===== config.mk =====
export PLATFORM = sky130hd
export DESIGN_NAME = sram_host_ctrl
export DESIGN_NICKNAME = d
export VERILOG_FILES = /design/src/sram_host_pkg.sv /design/src/sram_host_ctrl.sv /design/src/sram_phase_timer.sv
export SDC_FILE = /design/constraint.sdc
export NUM_CORES = 1
export LEC_CHECK = 0
export ABC_CLOCK_PERIOD_IN_PS = 3280
export BUFFER_PORTS_ARGS = -buffer_cell sky130_fd_sc_hd__buf_2
export CORE_UTILIZATION = 47
export DETAILED_ROUTE_END_ITERATION = 8
export PLACE_DENSITY = 0.76
export SLEW_MARGIN = 30
export SYNTH_ARGS = -nofsm -noshare
export SYNTH_HDL_FRONTEND = slang
export SYNTH_SLANG_ARGS = --single-unit

===== constraint.sdc =====
create_clock -name sys_clk -period 3.28 [get_ports sys_clk]
set_clock_uncertainty 0.2 [all_clocks]
set_input_delay 0.164 -clock sys_clk [delete_from_list [all_inputs] [get_ports sys_clk]]
set_output_delay 0.164 -clock sys_clk [all_outputs]
set_load 0.02 [all_outputs]

===== src/sram_host_pkg.sv =====
// Purpose: shared constants and types for the static memory host controller
// Assumes: 250 MHz sys_clk, 8K x 8 asynchronous memory with clear input
// Notes:   pin timings are whole cycles derived from nanosecond figures
package sram_host_pkg;

	localparam int ADDR_W = 13;
	localparam int DATA_W = 8;

	localparam int CLK_PERIOD_PS = 4000;

	// pin timing figures in ns, counts derived below
	localparam int ADDR_SETUP_NS       = 4;
	localparam int WRITE_PULSE_NS      = 25;
	localparam int WRITE_RECOVERY_NS   = 4;
	localparam int READ_CYCLE_NS       = 30;
	localparam int CLEAR_PULSE_NS      = 40;
	localparam int DESEL_TO_RET_NS     = 0;

	function automatic int cyc_up(input int ns);
		int c;
		c = (ns * 1000 + CLK_PERIOD_PS - 1) / CLK_PERIOD_PS;
		return (c < 1) ? 1 : c;
	endfunction : cyc_up

	localparam int ADDR_SETUP_CYC  = cyc_up(ADDR_SETUP_NS);
	localparam int WRITE_PULSE_CYC = cyc_up(WRITE_PULSE_NS);
	localparam int WRITE_REC_CYC   = cyc_up(WRITE_RECOVERY_NS);
	localparam int READ_CYCLE_CYC  = cyc_up(READ_CYCLE_NS);
	localparam int CLEAR_PULSE_CYC = cyc_up(CLEAR_PULSE_NS);
	localparam int DESEL_RET_CYC   = cyc_up(DESEL_TO_RET_NS);

	localparam int CNT_W = 8;

	typedef enum logic [2:0] {
		CMD_READ,
		CMD_WRITE,
		CMD_CLEAR,
		CMD_RETAIN_ENTER,
		CMD_RETAIN_EXIT
	} cmd_t;

	typedef struct packed {
		cmd_t              cmd;
		logic [ADDR_W-1:0] addr;
		logic [DATA_W-1:0] wdata;
	} req_t;

	typedef struct packed {
		logic              select_low_active_n;
		logic              select_high_active;
		logic              write_n;
		logic              out_en_n;
		logic              clear_n;
		logic [ADDR_W-1:0] word_address;
	} pins_t;

	localparam pins_t PINS_IDLE = '{
		select_low_active_n: 1'b1,
		select_high_active:  1'b0,
		write_n:             1'b1,
		out_en_n:            1'b1,
		clear_n:             1'b1,
		word_address:        13'h0000
	};

endpackage : sram_host_pkg


===== src/sram_host_ctrl.sv =====
// Purpose: host side controller for an 8K x 8 asynchronous static memory
// Assumes: memory pins are driven only from this module's flip-flops
// Notes:   one request at a time, accepted when req_ready is high
// What this block does
// - the memory is selected only with low select low and high select high.
// - the host keeps write strobe high whenever the address changes.
// - the host never drives the data lines while the memory may drive them.
// - the host holds the write strobe high for a whole read.
// - before retention the host deselects by high select and holds clear high, and waits a read cycle after supply returns.
`timescale 1ns/1ps
module sram_host_ctrl
	import sram_host_pkg::*;
(
	input  wire logic              sys_clk,
	input  wire logic              reset_n,
	input  wire req_t              req,
	input  wire logic              req_valid,
	output logic                   req_ready,
	output logic [DATA_W-1:0]      rdata,
	output logic                   rdata_valid,
	output logic                   retained,
	output pins_t                  pins,
	input  wire logic [DATA_W-1:0] data_in,
	output logic [DATA_W-1:0]      data_out,
	output logic                   data_oe
);

	typedef enum logic [3:0] {
		ST_IDLE,
		ST_RD_SETUP,
		ST_RD_ACCESS,
		ST_WR_SETUP,
		ST_WR_PULSE,
		ST_WR_RECOVER,
		ST_CLR_PULSE,
		ST_RETAIN,
		ST_RESUME
	} state_t;

	state_t            state_q;
	logic              tmr_load;
	logic [CNT_W-1:0]  tmr_val;
	logic              tmr_done;
	logic [DATA_W-1:0] rd_sync1_q;
	logic [DATA_W-1:0] rd_sync2_q;

	sram_phase_timer u_timer (
		.sys_clk  (sys_clk),
		.reset_n  (reset_n),
		.load     (tmr_load),
		.load_val (tmr_val),
		.done     (tmr_done)
	);

	// data lines come from outside the clock domain
	always_ff @(posedge sys_clk or negedge reset_n) begin
		if (!reset_n) begin
			rd_sync1_q <= 8'h00;
			rd_sync2_q <= 8'h00;
		end else begin
			rd_sync1_q <= data_in;
			rd_sync2_q <= rd_sync1_q;
		end
	end

	// timer load on every phase entry
	always_comb begin
		tmr_load = 1'b0;
		tmr_val  = 8'h00;
		unique case (state_q)
			ST_IDLE: begin
				// same take condition as the pin and data processes
				if (req_valid && req_ready) begin
					tmr_load = 1'b1;
					unique case (req.cmd)
						CMD_CLEAR:        tmr_val = CNT_W'(CLEAR_PULSE_CYC);
						CMD_RETAIN_ENTER: tmr_val = CNT_W'(DESEL_RET_CYC);
						default:          tmr_val = CNT_W'(ADDR_SETUP_CYC);
					endcase
				end
			end
			ST_RD_SETUP: begin
				tmr_load = tmr_done;
				tmr_val  = CNT_W'(READ_CYCLE_CYC + 2);
			end
			ST_WR_SETUP: begin
				tmr_load = tmr_done;
				tmr_val  = CNT_W'(WRITE_PULSE_CYC);
			end
			ST_WR_PULSE: begin
				tmr_load = tmr_done;
				tmr_val  = CNT_W'(WRITE_REC_CYC);
			end
			ST_RETAIN: begin
				tmr_load = req_valid && req_ready &&
					req.cmd == CMD_RETAIN_EXIT;
				tmr_val  = CNT_W'(READ_CYCLE_CYC);
			end
			default: begin
				tmr_load = 1'b0;
			end
		endcase
	end

	// sequencer
	always_ff @(posedge sys_clk or negedge reset_n) begin
		if (!reset_n) begin
			state_q <= ST_IDLE;
		end else begin
			unique case (state_q)
				ST_IDLE: begin
					if (req_valid && req_ready) begin
						unique case (req.cmd)
							CMD_READ:         state_q <= ST_RD_SETUP;
							CMD_WRITE:        state_q <= ST_WR_SETUP;
							CMD_CLEAR:        state_q <= ST_CLR_PULSE;
							CMD_RETAIN_ENTER: state_q <= ST_RETAIN;
							default:          state_q <= ST_IDLE;
						endcase
					end
				end
				ST_RD_SETUP:   if (tmr_done) state_q <= ST_RD_ACCESS;
				ST_RD_ACCESS:  if (tmr_done) state_q <= ST_IDLE;
				ST_WR_SETUP:   if (tmr_done) state_q <= ST_WR_PULSE;
				ST_WR_PULSE:   if (tmr_done) state_q <= ST_WR_RECOVER;
				ST_WR_RECOVER: if (tmr_done) state_q <= ST_IDLE;
				ST_CLR_PULSE:  if (tmr_done) state_q <= ST_IDLE;
				ST_RETAIN: begin
					if (req_valid && req_ready &&
						req.cmd == CMD_RETAIN_EXIT) begin
						state_q <= ST_RESUME;
					end
				end
				ST_RESUME:     if (tmr_done) state_q <= ST_IDLE;
				default:       state_q <= ST_IDLE;
			endcase
		end
	end

	// request handshake
	always_ff @(posedge sys_clk or negedge reset_n) begin
		if (!reset_n) begin
			req_ready <= 1'b0;
		end else begin
			req_ready <= (state_q == ST_IDLE && !req_valid) ||
				(state_q == ST_RETAIN && !req_valid);
		end
	end

	// memory pins
	always_ff @(posedge sys_clk or negedge reset_n) begin
		if (!reset_n) begin
			pins <= PINS_IDLE;
		end else begin
			unique case (state_q)
				ST_IDLE: begin
					pins.write_n  <= 1'b1;
					pins.out_en_n <= 1'b1;
					pins.clear_n  <= 1'b1;
					if (req_valid && req_ready) begin
						// address moves only with strobe high
						pins.word_address <= req.addr;
						unique case (req.cmd)
							CMD_READ, CMD_WRITE: begin
								pins.select_low_active_n <= 1'b0;
								pins.select_high_active  <= 1'b1;
							end
							CMD_CLEAR: begin
								pins.clear_n <= 1'b0;
							end
							CMD_RETAIN_ENTER: begin
								// power down via high select
								pins.select_high_active  <= 1'b0;
								pins.select_low_active_n <= 1'b1;
							end
							default: begin
								pins.clear_n <= 1'b1;
							end
						endcase
					end
				end
				ST_RD_SETUP: begin
					pins.write_n  <= 1'b1;
					pins.out_en_n <= 1'b0;
				end
				ST_RD_ACCESS: begin
					if (tmr_done) begin
						pins.out_en_n            <= 1'b1;
						pins.select_low_active_n <= 1'b1;
						pins.select_high_active  <= 1'b0;
					end
				end
				ST_WR_SETUP: begin
					pins.out_en_n <= 1'b1;
					if (tmr_done) begin
						pins.write_n <= 1'b0;
					end
				end
				ST_WR_PULSE: begin
					if (tmr_done) begin
						pins.write_n <= 1'b1;
					end
				end
				ST_WR_RECOVER: begin
					if (tmr_done) begin
						pins.select_low_active_n <= 1'b1;
						pins.select_high_active  <= 1'b0;
					end
				end
				ST_CLR_PULSE: begin
					if (tmr_done) begin
						pins.clear_n <= 1'b1;
					end
				end
				ST_RETAIN: begin
					pins.clear_n            <= 1'b1;
					pins.select_high_active <= 1'b0;
				end
				ST_RESUME: begin
					pins.clear_n <= 1'b1;
				end
				default: begin
					pins <= PINS_IDLE;
				end
			endcase
		end
	end

	// data drive only in write phases, never with output enable low
	always_ff @(posedge sys_clk or negedge reset_n) begin
		if (!reset_n) begin
			data_out <= 8'h00;
			data_oe  <= 1'b0;
		end else begin
			if (state_q == ST_IDLE && req_valid && req_ready &&
				req.cmd == CMD_WRITE) begin
				data_out <= req.wdata;
				data_oe  <= 1'b1;
			end else if (state_q == ST_WR_RECOVER && tmr_done) begin
				data_oe <= 1'b0;
			end else if (state_q != ST_WR_SETUP && state_q != ST_WR_PULSE &&
				state_q != ST_WR_RECOVER) begin
				data_oe <= 1'b0;
			end
		end
	end

	// read capture at end of access window
	always_ff @(posedge sys_clk or negedge reset_n) begin
		if (!reset_n) begin
			rdata       <= 8'h00;
			rdata_valid <= 1'b0;
		end else begin
			rdata_valid <= 1'b0;
			if (state_q == ST_RD_ACCESS && tmr_done) begin
				rdata       <= rd_sync2_q;
				rdata_valid <= 1'b1;
			end
		end
	end

	always_ff @(posedge sys_clk or negedge reset_n) begin
		if (!reset_n) begin
			retained <= 1'b0;
		end else begin
			retained <= (state_q == ST_RETAIN);
		end
	end

endmodule : sram_host_ctrl


===== src/sram_phase_timer.sv =====
// Purpose: down counter that times each bus phase
// Assumes: load and count on the same clock
// Notes:   done is high while the count is zero
`timescale 1ns/1ps
module sram_phase_timer
	import sram_host_pkg::*;
(
	input  wire logic             sys_clk,
	input  wire logic             reset_n,
	input  wire logic             load,
	input  wire logic [CNT_W-1:0] load_val,
	output logic                  done
);

	logic [CNT_W-1:0] cnt_q;

	always_ff @(posedge sys_clk or negedge reset_n) begin
		if (!reset_n) begin
			cnt_q <= 8'h00;
		end else if (load) begin
			cnt_q <= load_val;
		end else if (cnt_q != 8'h00) begin
			cnt_q <= cnt_q - 8'h01;
		end
	end

	assign done = (cnt_q == 8'h00);

endmodule : sram_phase_timer

== Yosys cells after proc, flatten, opt, wreduce, memory -nomap -nowiden ==
Cells that the tools add are included.

* Add/subtract/negate cells: 1
* $mul: 0
* Divide/modulo/power cells: 0
* $lt $le $gt $ge: 0
* Eq/ne operators: 25
* Shift-type cells: 0
* Muxes and demuxes: 32
* Bitwise logic cells: 6
* Reduce and logical (&&, ||, !) cells: 36

{| class="wikitable"
|+ Operators by type and width
! kind !! number
|-
| $mux 4 || 8
|-
| $pmux 13 s2 || 1
|-
| $pmux 4 s6 || 1
|-
| $pmux 4 s5 || 1
|-
| $reduce_or 5->1 || 4
|-
| $pmux 1 s3 || 6
|-
| $eq 4x3->1 const B || 4
|-
| $mux 8 || 2
|-
| $mux 14 || 1
|-
| $ne 2x2->1 const B || 7
|-
| $pmux 3 s4 || 1
|-
| $logic_and 1x1->1 || 11
|-
| $eq 4x2->1 const B || 2
|-
| $logic_not 8->1 || 1
|-
| $mux 1 || 8
|-
| $ne 4x3->1 const B || 2
|-
| $reduce_and 4->1 || 2
|-
| $reduce_bool 8->1 || 1
|-
| $reduce_or 8->1 || 1
|-
| $sub 8x1->8 const B || 1
|-
| $eq 3x2->1 const B || 2
|-
| $not 1->1 || 6
|-
| $reduce_and 2->1 || 3
|-
| $reduce_and 6->1 || 1
|-
| 20 further kinds || 23
|}

* Bits in registers: 66
* Bits in latches: 0
* Memory bits (writable): 0
* Bits in read-only memories: 0
* Bits of input ports: 35
* Output and inout bits: 38
* Memories: 0

== Logic depth before layout (Yosys ltp) ==
Gate-level depths: netlist of the first run.

* Word-level depth: 6
* Gate-level depth with buffers: 6

== Hierarchy ==
From an unflattened synthesis of the first run, not the netlist that was laid out.

* Cell total of the unflattened synthesis: 246
* Area, all modules: 2837.7 um2

{| class="wikitable"
|+ By module, submodules not included
! module !! times used !! cells each !! area each (um2) !! sequential area each (um2)
|-
| sram_host_ctrl || 1 || 192 || 2349.8 || 1456.4
|-
| sram_phase_timer || 1 || 54 || 488.0 || 200.2
|}

== Worst setup path before layout of the first run ==
No wires, ideal clock.

* Kind: reg-to-reg
* Start: reg u_timer.cnt_q[0]
* End: reg rdata[0]
* Arrival: 1.869 ns
* Slack: 1.083 ns
* Cell stages (with the launch flop): 7
* Cells stage by stage: dfrtp_1 inv_1 ha_1 or4b_1 nor2_4 nand4b_4 mux2_1

* Word-level cells in the longest chain between the ends: 2

{| class="wikitable"
|+ Ends and longest elaborated chain
! element !! RTL line !! text
|-
| start, declared || sram_phase_timer.sv:15 || <nowiki>logic [CNT_W-1:0] cnt_q;</nowiki>
|-
| start signal, assigned || sram_phase_timer.sv:21 || <nowiki>cnt_q <= load_val;</nowiki>
|-
| start signal, assigned || sram_phase_timer.sv:23 || <nowiki>cnt_q <= cnt_q - 8'h01;</nowiki>
|-
| $logic_not 8->1 || sram_phase_timer.sv:27 || <nowiki>assign done = (cnt_q == 8'h00);</nowiki>
|-
| $logic_and 1x1->1 || sram_host_ctrl.sv:255 || <nowiki>if (state_q == ST_RD_ACCESS && tmr_done) begin</nowiki>
|-
| end signal, assigned || sram_host_ctrl.sv:256 || <nowiki>rdata <= rd_sync2_q;</nowiki>
|-
| end, declared || sram_host_ctrl.sv:19 || <nowiki>output logic [DATA_W-1:0] rdata,</nowiki>
|}

No other way between the ends.
A chain may end at the register's enable or synchronous reset.

== Final worst setup path of the first run ==
* Start: reg state_q[0]
* End: reg data_out[1]

* Word-level cells in the longest chain between the ends: 4

{| class="wikitable"
|+ Ends and longest elaborated chain
! element !! RTL line !! text
|-
| start, declared || sram_host_ctrl.sv:40 || <nowiki>state_t state_q;</nowiki>
|-
| start signal, assigned || sram_host_ctrl.sv:108 || <nowiki>state_q <= ST_IDLE;</nowiki>
|-
| start signal, assigned || sram_host_ctrl.sv:114 || <nowiki>CMD_READ: state_q <= ST_RD_SETUP;</nowiki>
|-
| start signal, assigned || sram_host_ctrl.sv:115 || <nowiki>CMD_WRITE: state_q <= ST_WR_SETUP;</nowiki>
|-
| $logic_not 4->1 || sram_host_ctrl.sv:235 || <nowiki>if (state_q == ST_IDLE && req_valid && req_ready &&</nowiki>
|-
| $logic_and 1x1->1 (3 in a row) || sram_host_ctrl.sv:235 ||
|-
| end signal, assigned || sram_host_ctrl.sv:237 || <nowiki>data_out <= req.wdata;</nowiki>
|-
| end, declared || sram_host_ctrl.sv:24 || <nowiki>output logic [DATA_W-1:0] data_out,</nowiki>
|}

No other way between the ends.

==> results of run 1 <==
-- registers in the layout, indices dropped and copies added, names as in the netlist --
| signal | flops |
|---|---|
| req_ready | 1 |
| retained | 1 |
| data_oe | 1 |
| rd_sync1_q | 8 |
| rd_sync2_q | 8 |
| pins | 18 |
| data_out | 8 |
| rdata | 8 |
| state_q | 4 |
| rdata_valid | 1 |
| u_timer.cnt_q | 8 |
-- power groups by stage --
stage,clock [mW],sequential [mW],combinational [mW]
floorplan,0,0.841,0.00298
global placement,0,0.841,0.0434
detailed placement,0,0.841,0.0442
CTS,0.723,0.826,0.0733
global route,0.761,0.826,0.0818
finish,0.712,0.826,0.0738
-- tightest hold or removal path, cell delays in order --
cell	delay (ps)
sky130_fd_sc_hd__buf_2	140
sky130_fd_sc_hd__a311oi_1	120
sky130_fd_sc_hd__mux2i_1	110
-- kinds of logic after synthesis --
logic type | synth area share (%)
flip-flops | 57.0
AO/OA/AOI/OAI | 15.0
AND/OR/NAND/NOR | 13.0
buffers and inverters | 3.53
multiplexers | 9.78
XOR/XNOR | 1.21
adder cells (fa/ha/maj) | 0.431
-- layout make-up --
cell class              count  area share [%]
clock buffers              11            3.91
clock inverters             5            1.55
inverters                  13            1.26
multi-input cells         143            29.6
flip-flops and latches     66            42.8
well taps                  75            2.42
repair buffers            109            18.5
-- what timing repair did --
| action | CTS | global route |
|---|---|---|
| setup endpoints to repair | 0 | 0 |
| hold buffers | 32 | 0 |
| endpoints found under the hold margin | 54 | 0 |
| gates resized for setup | 0 | 0 |
-- cells in the mapped netlist (3+ instances only) --
cell type,count,area (um2)
sky130_fd_sc_hd__a21oi_1,8,40.0
sky130_fd_sc_hd__a22o_1,13,114
sky130_fd_sc_hd__a31oi_1,4,25.0
sky130_fd_sc_hd__a41oi_1,3,26.3
sky130_fd_sc_hd__clkbuf_1,6,22.5
sky130_fd_sc_hd__dfrtp_1,62,1550
sky130_fd_sc_hd__dfstp_2,4,105
sky130_fd_sc_hd__inv_1,13,48.8
sky130_fd_sc_hd__mux2_1,8,90.1
sky130_fd_sc_hd__mux2_2,3,33.8
sky130_fd_sc_hd__mux2_4,8,120
sky130_fd_sc_hd__mux2i_1,4,40.0
sky130_fd_sc_hd__nand2_1,9,33.8
sky130_fd_sc_hd__nand2b_1,3,18.8
sky130_fd_sc_hd__nand4_1,3,18.8
sky130_fd_sc_hd__nor2_1,15,56.3
sky130_fd_sc_hd__nor3_1,4,20.0
sky130_fd_sc_hd__o21ai_0,6,30.0
-- layer usage --
layer  up-vias  global-route usage, %  share of wire (%)
met5         -                      0                  0
met4         0                   9.82                1.7
met3        13                   7.05                6.1
met2        90                   38.1                 49
met1      1135                   29.1                 43
li1       1069                      -                  -
-- stage by stage --
stage	util (%)	setup WS [ps]	power, mW	std cells
6_report	65.0	769	1.61	422
5_1_grt	65.0	649	1.67	422
4_1_cts	65.0	788	1.62	422
3_5_place_dp	56.1	805	0.885	374
3_3_place_gp	56.1	843	0.884	374
2_1_floorplan	-	1080	0.844	232
-- path summary, 6_finish.rpt --
check	startpoint	depth (start not counted)	to
max in group asynchronous	reset_n	3	pins[14]
min in group asynchronous	reset_n	2	rdata[5]
worst min-delay path	req[22]	3	state_q[2]
worst min register to register	rd_sync1_q[4]	0	rd_sync2_q[4]
worst max-delay path	state_q[0]	4	data_out[1]
worst max register to register	state_q[0]	4	data_out[1]
==> summary.txt, run 1 <==
leading cell type in the layout, fill and taps excluded = sky130_fd_sc_hd__buf_2
total setup violations reported at the end of the flow = 0
Hold Path Class = in2reg
worst-case headroom to the max-slew limit = 54.0%
count of endpoints failing hold in the final timing report = 0
horizontal die dimension = 80.6 um
number of H-tree levels = 3
ordered cell list for the critical path = or4_4 > nor4_4 > nand2_4 > mux2_4
router iterations before antenna repair = 4
leakage power = 2.00 nW
Combinational Power Share = 4.6%
Synth cell types = 63
part of the total power dissipated in the clock network = 44.2%
DR vias/cell = 5.47
data arrival time of the worst path = 2530 ps
Filler Cell Count = 454
global-route wire length before repair = 11200 um
post-CTS setup-driven buffer insertion count = 0
total CTS buffers = 9
number of vias after detailed routing = 2307
share of layout cells above drive strength 1 = 34.6%
Nets = 378
flip-flop cell with the highest count after synthesis = sky130_fd_sc_hd__dfrtp_1
initial drt markers = 98
cell count after synthesis = 232
standard cell with the maximum stage delay on the critical path = sky130_fd_sc_hd__or4_4
leading cell types in the layout, fill and taps excluded = 72 x sky130_fd_sc_hd__buf_2, 62 x sky130_fd_sc_hd__dfrtp_1, 32 x sky130_fd_sc_hd__dlygate4sd3_1
maximum clock insertion buffer count = 2
Antenna Diode Count = 0
worst setup path category = reg2reg
power spent charging and discharging nets = 351 uW
synthesis-stage register bit count = 66
pin count of the biggest net entering global routing = 27
Post-route DRC = 0
Slew @ Worst Pin = 691 ps
share of synthesized area occupied by flip-flops and latches = 57.0%
fraction of power spent switching nets = 21.8%
Pwr per Cell Area = 416 nW/um2
worst path required time = 3300 ps
combined flip-flop and latch cell area = 1660 um2
clock-pin slew on the worst setup and hold paths = 70 ps
yosys warns = 0
cell at the root of the clock tree = sky130_fd_sc_hd__clkbuf_8
dpl cell area = 3340 um2
overflow left after global routing = 0
share of power burned in registers = 51.2%
RSZ-0062 raised after global routing = no
average instance area after synthesis = 12.5 um2
multi-input combinational cell area = 1140 um2
FF-to-FF setup slack = 770 ps
worst-skew pair later-pin latency = 330 ps
DP HPWL = 4140 um
proportion of synthesized flip-flops having asynchronous set or reset = 100%
Die Outline Area = 6500 um2
clock tree from TritonCTS = done
fin. max-slew vios = 0
smallest hold slack = 43.9 ps
post-synth net total = 268
maximum resistive drop on vdd = 0.000259 V
via count of the first global-routing pass = 2393
global placement routability congestion = 0.871
setup tns final = 0 ps
peak clock frequency supported by timing = 398 MHz
biggest cell delay along the critical path = 680 ps
vertical extent of the die = 80.6 um
total routing resource utilization after global routing = 23.5%
floorplan core area = 5960 um2
portion of the clock cycle consumed by the worst path in the final layout = 76.6%
Routed WL per cell = 15.9 um
kind of launch point of the worst setup path = flop
number of ports placed on the die boundary = 73
Buffers on Ports = 72
layout overhead on the synthesized area = 33.4%
endpoint kind of the worst setup timing path = flop
aggregate routed wire length = 6710 um
Antenna Violating Nets Remaining = 0
cell area after layout = 3870 um2
run status = completed
number of buffers and inverters on the critical path = 0
family with the most delay on the worst path = simple AND/OR/NAND/NOR gates
summed instance area of the synthesized netlist = 2900 um2
internal power = 1.26 mW
number of antenna violations at the first check in global routing = 0
clock net sink count = 66
worst-path maximum fanout = 26
Initial Util = 48.8%
final critical-path required period = 2510 ps
FP Rows = 28
number of maximum-capacitance constraint violations = 0
number of synthesized flops with an enable pin = 0
No activity file was read; power rests on OpenSTA's default activity.
==> run 2: changes to the inputs <==
- ABC_CLOCK_PERIOD_IN_PS: 3280 -> 2600
- clock period: 3.28 -> 2.6 ns (I/O delays scaled with it)
==> run 2 against run 1 <==
  * Hold slack worse by 12 ps
  * Sequential share of layout area is 0.30 points lower
  * Core utilization is 0.46 points higher
  * Power is 21% higher
  * Routed wire length is 2.4% lower
  * Maximum frequency is 4.5% higher
  * Global-route usage is 0.91 points lower
  * Count of clock-buffer cells in the layout is 2 higher
  * Critical path type unchanged
  * Die area stayed put
  * Register-to-register slack worse by 570 ps
==> summary.txt, run 2 (synthesis gave the netlist of run 1 again) <==
run status = completed (unchanged)
Pwr per Cell Area = 499 nW/um2 (was 416 nW/um2)
kind of launch point of the worst setup path = flop (unchanged)
overflow left after global routing = 0 (unchanged)
router iterations before antenna repair = 5 (was 4)
number of ports placed on the die boundary = 73 (unchanged)
hold worst-path end = pins[13] (was state_q[2])
data arrival time of the worst path = 2420 ps (was 2530 ps)
vertical extent of the die = 80.6 um (unchanged)
fin. max-slew vios = 0 (unchanged)
number of maximum-capacitance constraint violations = 0 (unchanged)
FP Rows = 28 (unchanged)
RSZ-0062 raised after global routing = no (unchanged)
layout overhead on the synthesized area = 34.3% (was 33.4%)
share of layout cells above drive strength 1 = 35.1% (was 34.6%)
leakage power = 2.03 nW (was 2.00 nW)
ordered cell list for the critical path = inv_1 > ha_1 > or4b_1 > nor2_4 > nand4b_4 > mux2_1 (was or4_4 > nor4_4 > nand2_4 > mux2_4)
largest register by flop count = pins (unchanged)
count of endpoints failing hold in the final timing report = 0 (unchanged)
Post-route DRC = 0 (unchanged)
setup tns final = 0 ps (unchanged)
leading cell types in the layout, fill and taps excluded = 72 x sky130_fd_sc_hd__buf_2, 62 x sky130_fd_sc_hd__dfrtp_1, 33 x sky130_fd_sc_hd__dlygate4sd3_1 (was 72 x sky130_fd_sc_hd__buf_2, 62 x sky130_fd_sc_hd__dfrtp_1, 32 x sky130_fd_sc_hd__dlygate4sd3_1)
worst-case headroom to the max-slew limit = 46.1% (was 54.0%)
path depth of the worst reg2reg path = 6 (was 4)
via count of the first global-routing pass = 2287 (was 2393)
floorplan core area = 5960 um2 (unchanged)
number of buffers and inverters on the critical path = 1 (was 0)
Hold Crit Depth = 3 (unchanged)
clock-pin slew on the worst setup and hold paths = 70 ps (about the same)
global-route wire length before repair = 10800 um (was 11200 um)
GRT met1 Usage = 28.6% (was 29.1%)
leading cell type in the layout, fill and taps excluded = sky130_fd_sc_hd__buf_2 (unchanged)
Antenna Violating Nets Remaining = 0 (unchanged)
worst setup path category = reg2reg (unchanged)
worst-path maximum fanout = 9 (was 26)
Buffers on Ports = 72 (unchanged)
cell at the root of the clock tree = sky130_fd_sc_hd__clkbuf_8 (unchanged)
final critical-path required period = 2400 ps (was 2510 ps)
clock tree from TritonCTS = done (unchanged)
Die Outline Area = 6500 um2 (unchanged)
family with the most delay on the worst path = simple AND/OR/NAND/NOR gates (unchanged)
met2 usage in global routing = 37.5% (was 38.1%)
Slew @ Worst Pin = 808 ps (was 691 ps)
pin count of the biggest net entering global routing = 67 (was 27)
Hold Path Class = in2reg (unchanged)
number of flip-flops under the largest register name = 18 (unchanged)
beginning of the worst register-to-register path = u_timer.cnt_q[0] (was state_q[0])
end of the worst register-to-register path = rdata[2] (was data_out[1])
peak-usage layer in the global routing report = met2 (unchanged)
worst path required time = 2620 ps (was 3300 ps)
Nets = 384 (was 378)
aggregate routed wire length = 6550 um (was 6710 um)
peak clock frequency supported by timing = 416 MHz (was 398 MHz)
number of H-tree levels = 3 (unchanged)
origin of the worst min-delay path = req[23] (was req[22])
DP HPWL = 4120 um (was 4140 um)
Routed WL per cell = 15.3 um (was 15.9 um)
FF-to-FF setup slack = 200 ps (was 770 ps)
worst-skew pair later-pin latency = 340 ps (was 330 ps)
total setup violations reported at the end of the flow = 0 (unchanged)
endpoint kind of the worst setup timing path = flop (unchanged)
global placement routability congestion = 0.860 (was 0.871)
placement-stage worst setup slack = 203 ps (was 805 ps)
maximum resistive drop on vdd = 0.000362 V (was 0.000259 V)
standard cell with the maximum stage delay on the critical path = sky130_fd_sc_hd__or4b_1 (was sky130_fd_sc_hd__or4_4)
clock net sink count = 66 (unchanged)
Antenna Diode Count = 0 (unchanged)
portion of the clock cycle consumed by the worst path in the final layout = 92.4% (was 76.6%)
Initial Util = 48.8% (unchanged)
DR vias/cell = 5.38 (was 5.47)
initial drt markers = 95 (was 98)
final setup slack of the worst path = 197 ps (was 769 ps)
horizontal die dimension = 80.6 um (unchanged)
met3 Resource Use GR = 6.59% (was 7.05%)
maximum clock insertion buffer count = 2 (unchanged)
number of vias after detailed routing = 2303 (was 2307)
total CTS buffers = 9 (unchanged)
number of antenna violations at the first check in global routing = 0 (unchanged)
total routing resource utilization after global routing = 22.6% (was 23.5%)
biggest cell delay along the critical path = 570 ps (was 680 ps)
## run 2: repair_timing
item / CTS / global route
setup endpoints to repair: 0 / 0
resized for setup: 0 / 0
buffers inserted: 0 / 0
hold endpoints to repair: 94 / 0
hold buffers: 33 / 0
## run 2: worst max path at each step
stage | from | to | slack (ps) | cells after the start
finish | u_timer.cnt_q[0] | rdata[2] | 200 | 6
global route | u_timer.cnt_q[0] | rdata[4] | 40 | 6
CTS | u_timer.cnt_q[0] | rdata[3] | 190 | 6
detailed placement | u_timer.cnt_q[0] | rdata[3] | 200 | 6
global placement | u_timer.cnt_q[0] | rdata[5] | 260 | 6
floorplan | u_timer.cnt_q[0] | rdata[0] | 400 | 6
## run 2: area by class of cell
| class | count | area (um2) |
|---|---|---|
| Tap cell | 75 | 93.8 |
| Sequential cell | 66 | 1660 |
| Clock buffer | 13 | 169 |
| Clock inverter | 3 | 22.5 |
| Multi-Input combinational cell | 143 | 1140 |
| Inverter | 13 | 48.8 |
| Timing Repair Buffer | 115 | 766 |
| Fill cell | 466 | 2050 |
## run 2: power breakdown
group	internal (mW)	switching (mW)	leakage [nW]
Combinational	0.0528	0.0410	1.08
Sequential	1.04	0.00293	0.847
Clock	0.427	0.385	0.0996
## run 2: metrics by stage
step	util, %	instance area [um2]	std cells	total power [mW]	hold WS [ps]
finish	65.5	3900	428	1.95	31.5
CTS	65.5	3900	428	1.96	18.8
global route	65.5	3900	428	2.02	61.4
detailed placement	56.7	3380	379	1.12	39.4
global placement	56.7	3380	379	1.11	37.7
floorplan	-	2900	232	1.06	-366
## run 2: metal layers
layer | up-vias | wire, um
met2 | 68 | 3220
met4 | 0 | 78
li1 | 1091 | -
met5 | - | 0
met3 | 8 | 303
met1 | 1136 | 2940
## run 2: worst reg2reg max path, cell delays in order, from the launching register on
cell and delay [ps]:
sky130_fd_sc_hd__dfrtp_1 400, sky130_fd_sc_hd__inv_1 70, sky130_fd_sc_hd__ha_1 210, sky130_fd_sc_hd__or4b_1 570, sky130_fd_sc_hd__nor2_4 240, sky130_fd_sc_hd__nand4b_4 220, sky130_fd_sc_hd__mux2_1 370
==> run 3: changes to the inputs <==
- ABC_CLOCK_PERIOD_IN_PS: 2600 -> default
- SYNTH_HIERARCHICAL: default -> 1
==> run 3 against run 2 <==
  * Cell area is 0.22% higher
  * Sequential cell count did not move
  * Power rose by 100%
  * Synthesized cell count grew 6.0%
  * Sequential share of layout area shrank 0.095 points
==> summary.txt, run 3 <==
run status = completed (unchanged)
FF-to-FF setup slack = 140 ps (was 200 ps)
DP HPWL = 4080 um (was 4120 um)
pin count of the biggest net entering global routing = 67 (unchanged)
number of synthesized flops with an enable pin = 0 (unchanged)
floorplan core area = 5680 um2 (was 5960 um2)
count of endpoints failing hold in the final timing report = 0 (unchanged)
final critical-path required period = 2460 ps (was 2400 ps)
horizontal die dimension = 79.7 um (was 80.6 um)
data arrival time of the worst path = 2540 ps (was 2420 ps)
total setup violations reported at the end of the flow = 0 (unchanged)
leakage power = 1.91 nW (was 2.03 nW)
layout overhead on the synthesized area = 37.8% (was 34.3%)
number of maximum-capacitance constraint violations = 0 (unchanged)
launch point of the worst path = u_timer/cnt_q[4] (was u_timer.cnt_q[0])
clock-pin slew on the worst setup and hold paths = 80 ps (was 70 ps)
flip-flop cell with the highest count after synthesis = sky130_fd_sc_hd__dfrtp_1 (unchanged)
post-synthesis cell type with the largest combined area = sky130_fd_sc_hd__dfrtp_1 (unchanged)
Buffers on Ports = 72 (unchanged)
maximum clock insertion buffer count = 2 (unchanged)
setup tns final = 0 ps (unchanged)
worst-path maximum fanout = 7 (was 9)
path depth of the worst reg2reg path = 8 (was 6)
beginning of the worst register-to-register path = u_timer/cnt_q[4] (was u_timer.cnt_q[0])
yosys warns = 6 (was 0)
DR vias/cell = 5.35 (was 5.38)
endpoint kind of the worst setup timing path = flop (unchanged)
total routing resource utilization after global routing = 22.4% (was 22.6%)
global-route wire length before repair = 10700 um (was 10800 um)
overflow left after global routing = 0 (unchanged)
total CTS buffers = 9 (unchanged)
number of flip-flops under the largest register name = 18 (unchanged)
via count of the first global-routing pass = 2375 (was 2287)
kind of launch point of the worst setup path = flop (unchanged)
largest cells by area after synthesis = sky130_fd_sc_hd__dfrtp_1 55%, sky130_fd_sc_hd__mux2_2 6.7%, sky130_fd_sc_hd__a22o_1 4.0% (was sky130_fd_sc_hd__dfrtp_1 53%, sky130_fd_sc_hd__mux2_4 4.1%, sky130_fd_sc_hd__a22o_1 3.9%)
Pwr per Cell Area = 1020 nW/um2 (was 499 nW/um2)
cell at the root of the clock tree = sky130_fd_sc_hd__clkbuf_8 (unchanged)
non-filler instance count after layout = 442 (was 428)
maximum resistive drop on vdd = 0.000649 V (was 0.000362 V)
post-route total power = 3.98 mW (was 1.95 mW)
clock net sink count = 66 (unchanged)
clock tree from TritonCTS = done (unchanged)
fin. max-slew vios = 0 (unchanged)
leading cell type in the layout, fill and taps excluded = sky130_fd_sc_hd__buf_2 (unchanged)
Filler Cell Count = 428 (was 466)
proportion of synthesized flip-flops having asynchronous set or reset = 100% (unchanged)
hold worst-path end = state_q[3] (was pins[13])
Initial Util = 50.0% (was 48.8%)
cell with the most instances after synthesis = sky130_fd_sc_hd__dfrtp_1 (unchanged)
average instance area after synthesis = 11.5 um2 (was 12.5 um2)
worst setup path category = reg2reg (unchanged)
leading post-synthesis cells by instance count = 62 x sky130_fd_sc_hd__dfrtp_1, 18 x sky130_fd_sc_hd__nor2_1, 17 x sky130_fd_sc_hd__mux2_2 (was 62 x sky130_fd_sc_hd__dfrtp_1, 15 x sky130_fd_sc_hd__nor2_1, 13 x sky130_fd_sc_hd__a22o_1, 13 x sky130_fd_sc_hd__inv_1, 9 x sky130_fd_sc_hd__nand2_1)
Hold Crit Depth = 4 (was 3)
initial drt markers = 182 (was 95)
vertical extent of the die = 79.7 um (was 80.6 um)
Placed Cells incl. Taps = 393 (was 379)
Antenna Diode Count = 0 (unchanged)
Routed WL per cell = 14.9 um (was 15.3 um)
biggest cell delay along the critical path = 550 ps (was 570 ps)
FP Rows = 27 (was 28)
synthesis-stage register bit count = 66 (unchanged)
cell count after synthesis = 246 (was 232)
number of vias after detailed routing = 2364 (was 2303)
largest register by flop count = pins (unchanged)
ordered cell list for the critical path = or4_4 > nor3_4 > inv_1 > nor3_1 > or3_4 > clkinvlp_2 > nand2_1 > o221a_2 (was inv_1 > ha_1 > or4b_1 > nor2_4 > nand4b_4 > mux2_1)
worst-skew pair later-pin latency = 340 ps (about the same)
worst path required time = 2680 ps (was 2620 ps)
RSZ-0062 raised after global routing = no (unchanged)
Antenna Violating Nets Remaining = 0 (unchanged)
aggregate routed wire length = 6570 um (was 6550 um)
Die Outline Area = 6350 um2 (was 6500 um2)
router iterations before antenna repair = 4 (was 5)
fraction of synthesized cell area taken by the top area cell type = 54.7% (was 53.4%)
post-CTS setup-driven buffer insertion count = 0 (unchanged)
Slew @ Worst Pin = 796 ps (was 808 ps)
global placement routability congestion = 0.924 (was 0.860)
number of ports placed on the die boundary = 73 (unchanged)
peak clock frequency supported by timing = 407 MHz (was 416 MHz)
share of synthesized area occupied by flip-flops and latches = 58.4% (was 57.0%)
number of H-tree levels = 3 (unchanged)
leading cell types in the layout, fill and taps excluded = 72 x sky130_fd_sc_hd__buf_2, 62 x sky130_fd_sc_hd__dfrtp_1, 32 x sky130_fd_sc_hd__dlygate4sd3_1 (was 72 x sky130_fd_sc_hd__buf_2, 62 x sky130_fd_sc_hd__dfrtp_1, 33 x sky130_fd_sc_hd__dlygate4sd3_1)
number of antenna violations at the first check in global routing = 0 (unchanged)
Synth cell types = 49 (was 63)
summed instance area of the synthesized netlist = 2840 um2 (was 2900 um2)
share of layout cells above drive strength 1 = 36.2% (was 35.1%)
worst-case headroom to the max-slew limit = 46.9% (was 46.1%)
portion of the clock cycle consumed by the worst path in the final layout = 94.5% (was 92.4%)
Post-route DRC = 0 (unchanged)
origin of the worst min-delay path = req[23] (unchanged)
end of the worst register-to-register path = u_timer/cnt_q[0] (was rdata[2])
Nets = 401 (was 384)
Hold Path Class = in2reg (unchanged)
standard cell with the maximum stage delay on the critical path = sky130_fd_sc_hd__or4_4 (was sky130_fd_sc_hd__or4b_1)
==> run 3: changes by cell type after synthesis, sizes merged, moves of 5 or more <==
| cell | delta |
|---|---|
| inv | -5 |
| nand3 | +5 |
| nand2 | +5 |
| a21oi | +6 |
| o21ai | +8 |
| nor3 | +7 |
==> run 3: how the worst max path moves through the flow <==
stage	to	slack [ps]	cells past startpoint
after global placement	pins[7]	250	3
after floorplan	u_timer/cnt_q[5]	20	9
after CTS	u_timer/cnt_q[5]	200	8
final	u_timer/cnt_q[0]	140	8
after global routing	u_timer/cnt_q[5]	20	8
after detailed placement	u_timer/cnt_q[5]	220	8
==> run 3: cell families (layout without fill, tap and decap cells) <==
| kind of cell | Yosys count | in the layout | share of synthesized area, % |
|---|---|---|---|
| AO/OA/AOI/OAI | 65 | 65 | 15.8 |
| XOR/XNOR | 1 | 1 | 0.309 |
| adder cells (fa/ha/maj) | 1 | 1 | 0.441 |
| buffers and inverters | 19 | 140 | 2.95 |
| flip-flops | 66 | 66 | 58.4 |
| multiplexers | 18 | 18 | 7.10 |
| other | 1 | 4 | 0.132 |
| AND/OR/NAND/NOR | 75 | 75 | 14.9 |
==> run 3: repair_timing <==
item / in CTS / in global routing
hold endpoints to repair: 93 / 0
endpoints found under the setup margin: 0 / 1
hold buffers: 32 / 0
resized for setup: 0 / 3
==> run 3: worst max-delay path, delay by kind of cell, from the launching register on <==
kind            cells  cell delay (ps)
simple gates        5             1240
flops               1              450
buf+inv             2              320
compound gates      1              190
==> run 3: final cells by class <==
cell class,count,area [um2],area share [%]
clock inverter,7,103,2.62
sequential,66,1660,42.4
clock buffer,9,124,3.17
inverter,8,33.8,0.864
tap,72,90.1,2.30
timing repair inverter,1,5.00,0.128
timing repair buffer,115,763,19.5
multi-input combinational,164,1130,29.0
==> run 3: layer usage <==
| layer | part of all wire (%) | track usage (%) | wire, um |
|---|---|---|---|
| met3 | 6.0 | 6.97 | 393 |
| met2 | 48 | 35.6 | 3170 |
| met1 | 44 | 28.5 | 2860 |
| met4 | 2.2 | 8.73 | 145 |
| met5 | 0 | 0 | 0 |
==> run 3: stage by stage <==
stage / setup WS [ps] / hold slack, ps / utilization [%] / instance area, um2
final: 142 / 52.2 / 68.9 / 3910
after global routing: 21.4 / 75.4 / 68.9 / 3910
after CTS: 198 / 32.7 / 68.5 / 3890
after detailed placement: 218 / 39.4 / 58.8 / 3340
after global placement: 250 / 39.7 / 58.8 / 3340
after floorplan: 23.1 / -366 / - / 2860
==> run 3: where the power goes <==
group	total, mW	switching [mW]	leakage, nW	internal [mW]
registers	1.55	0.249	0.824	1.30
logic	1.46	0.829	0.971	0.631
clock network	0.965	0.416	0.115	0.549
total	3.98	1.49	1.91	2.48
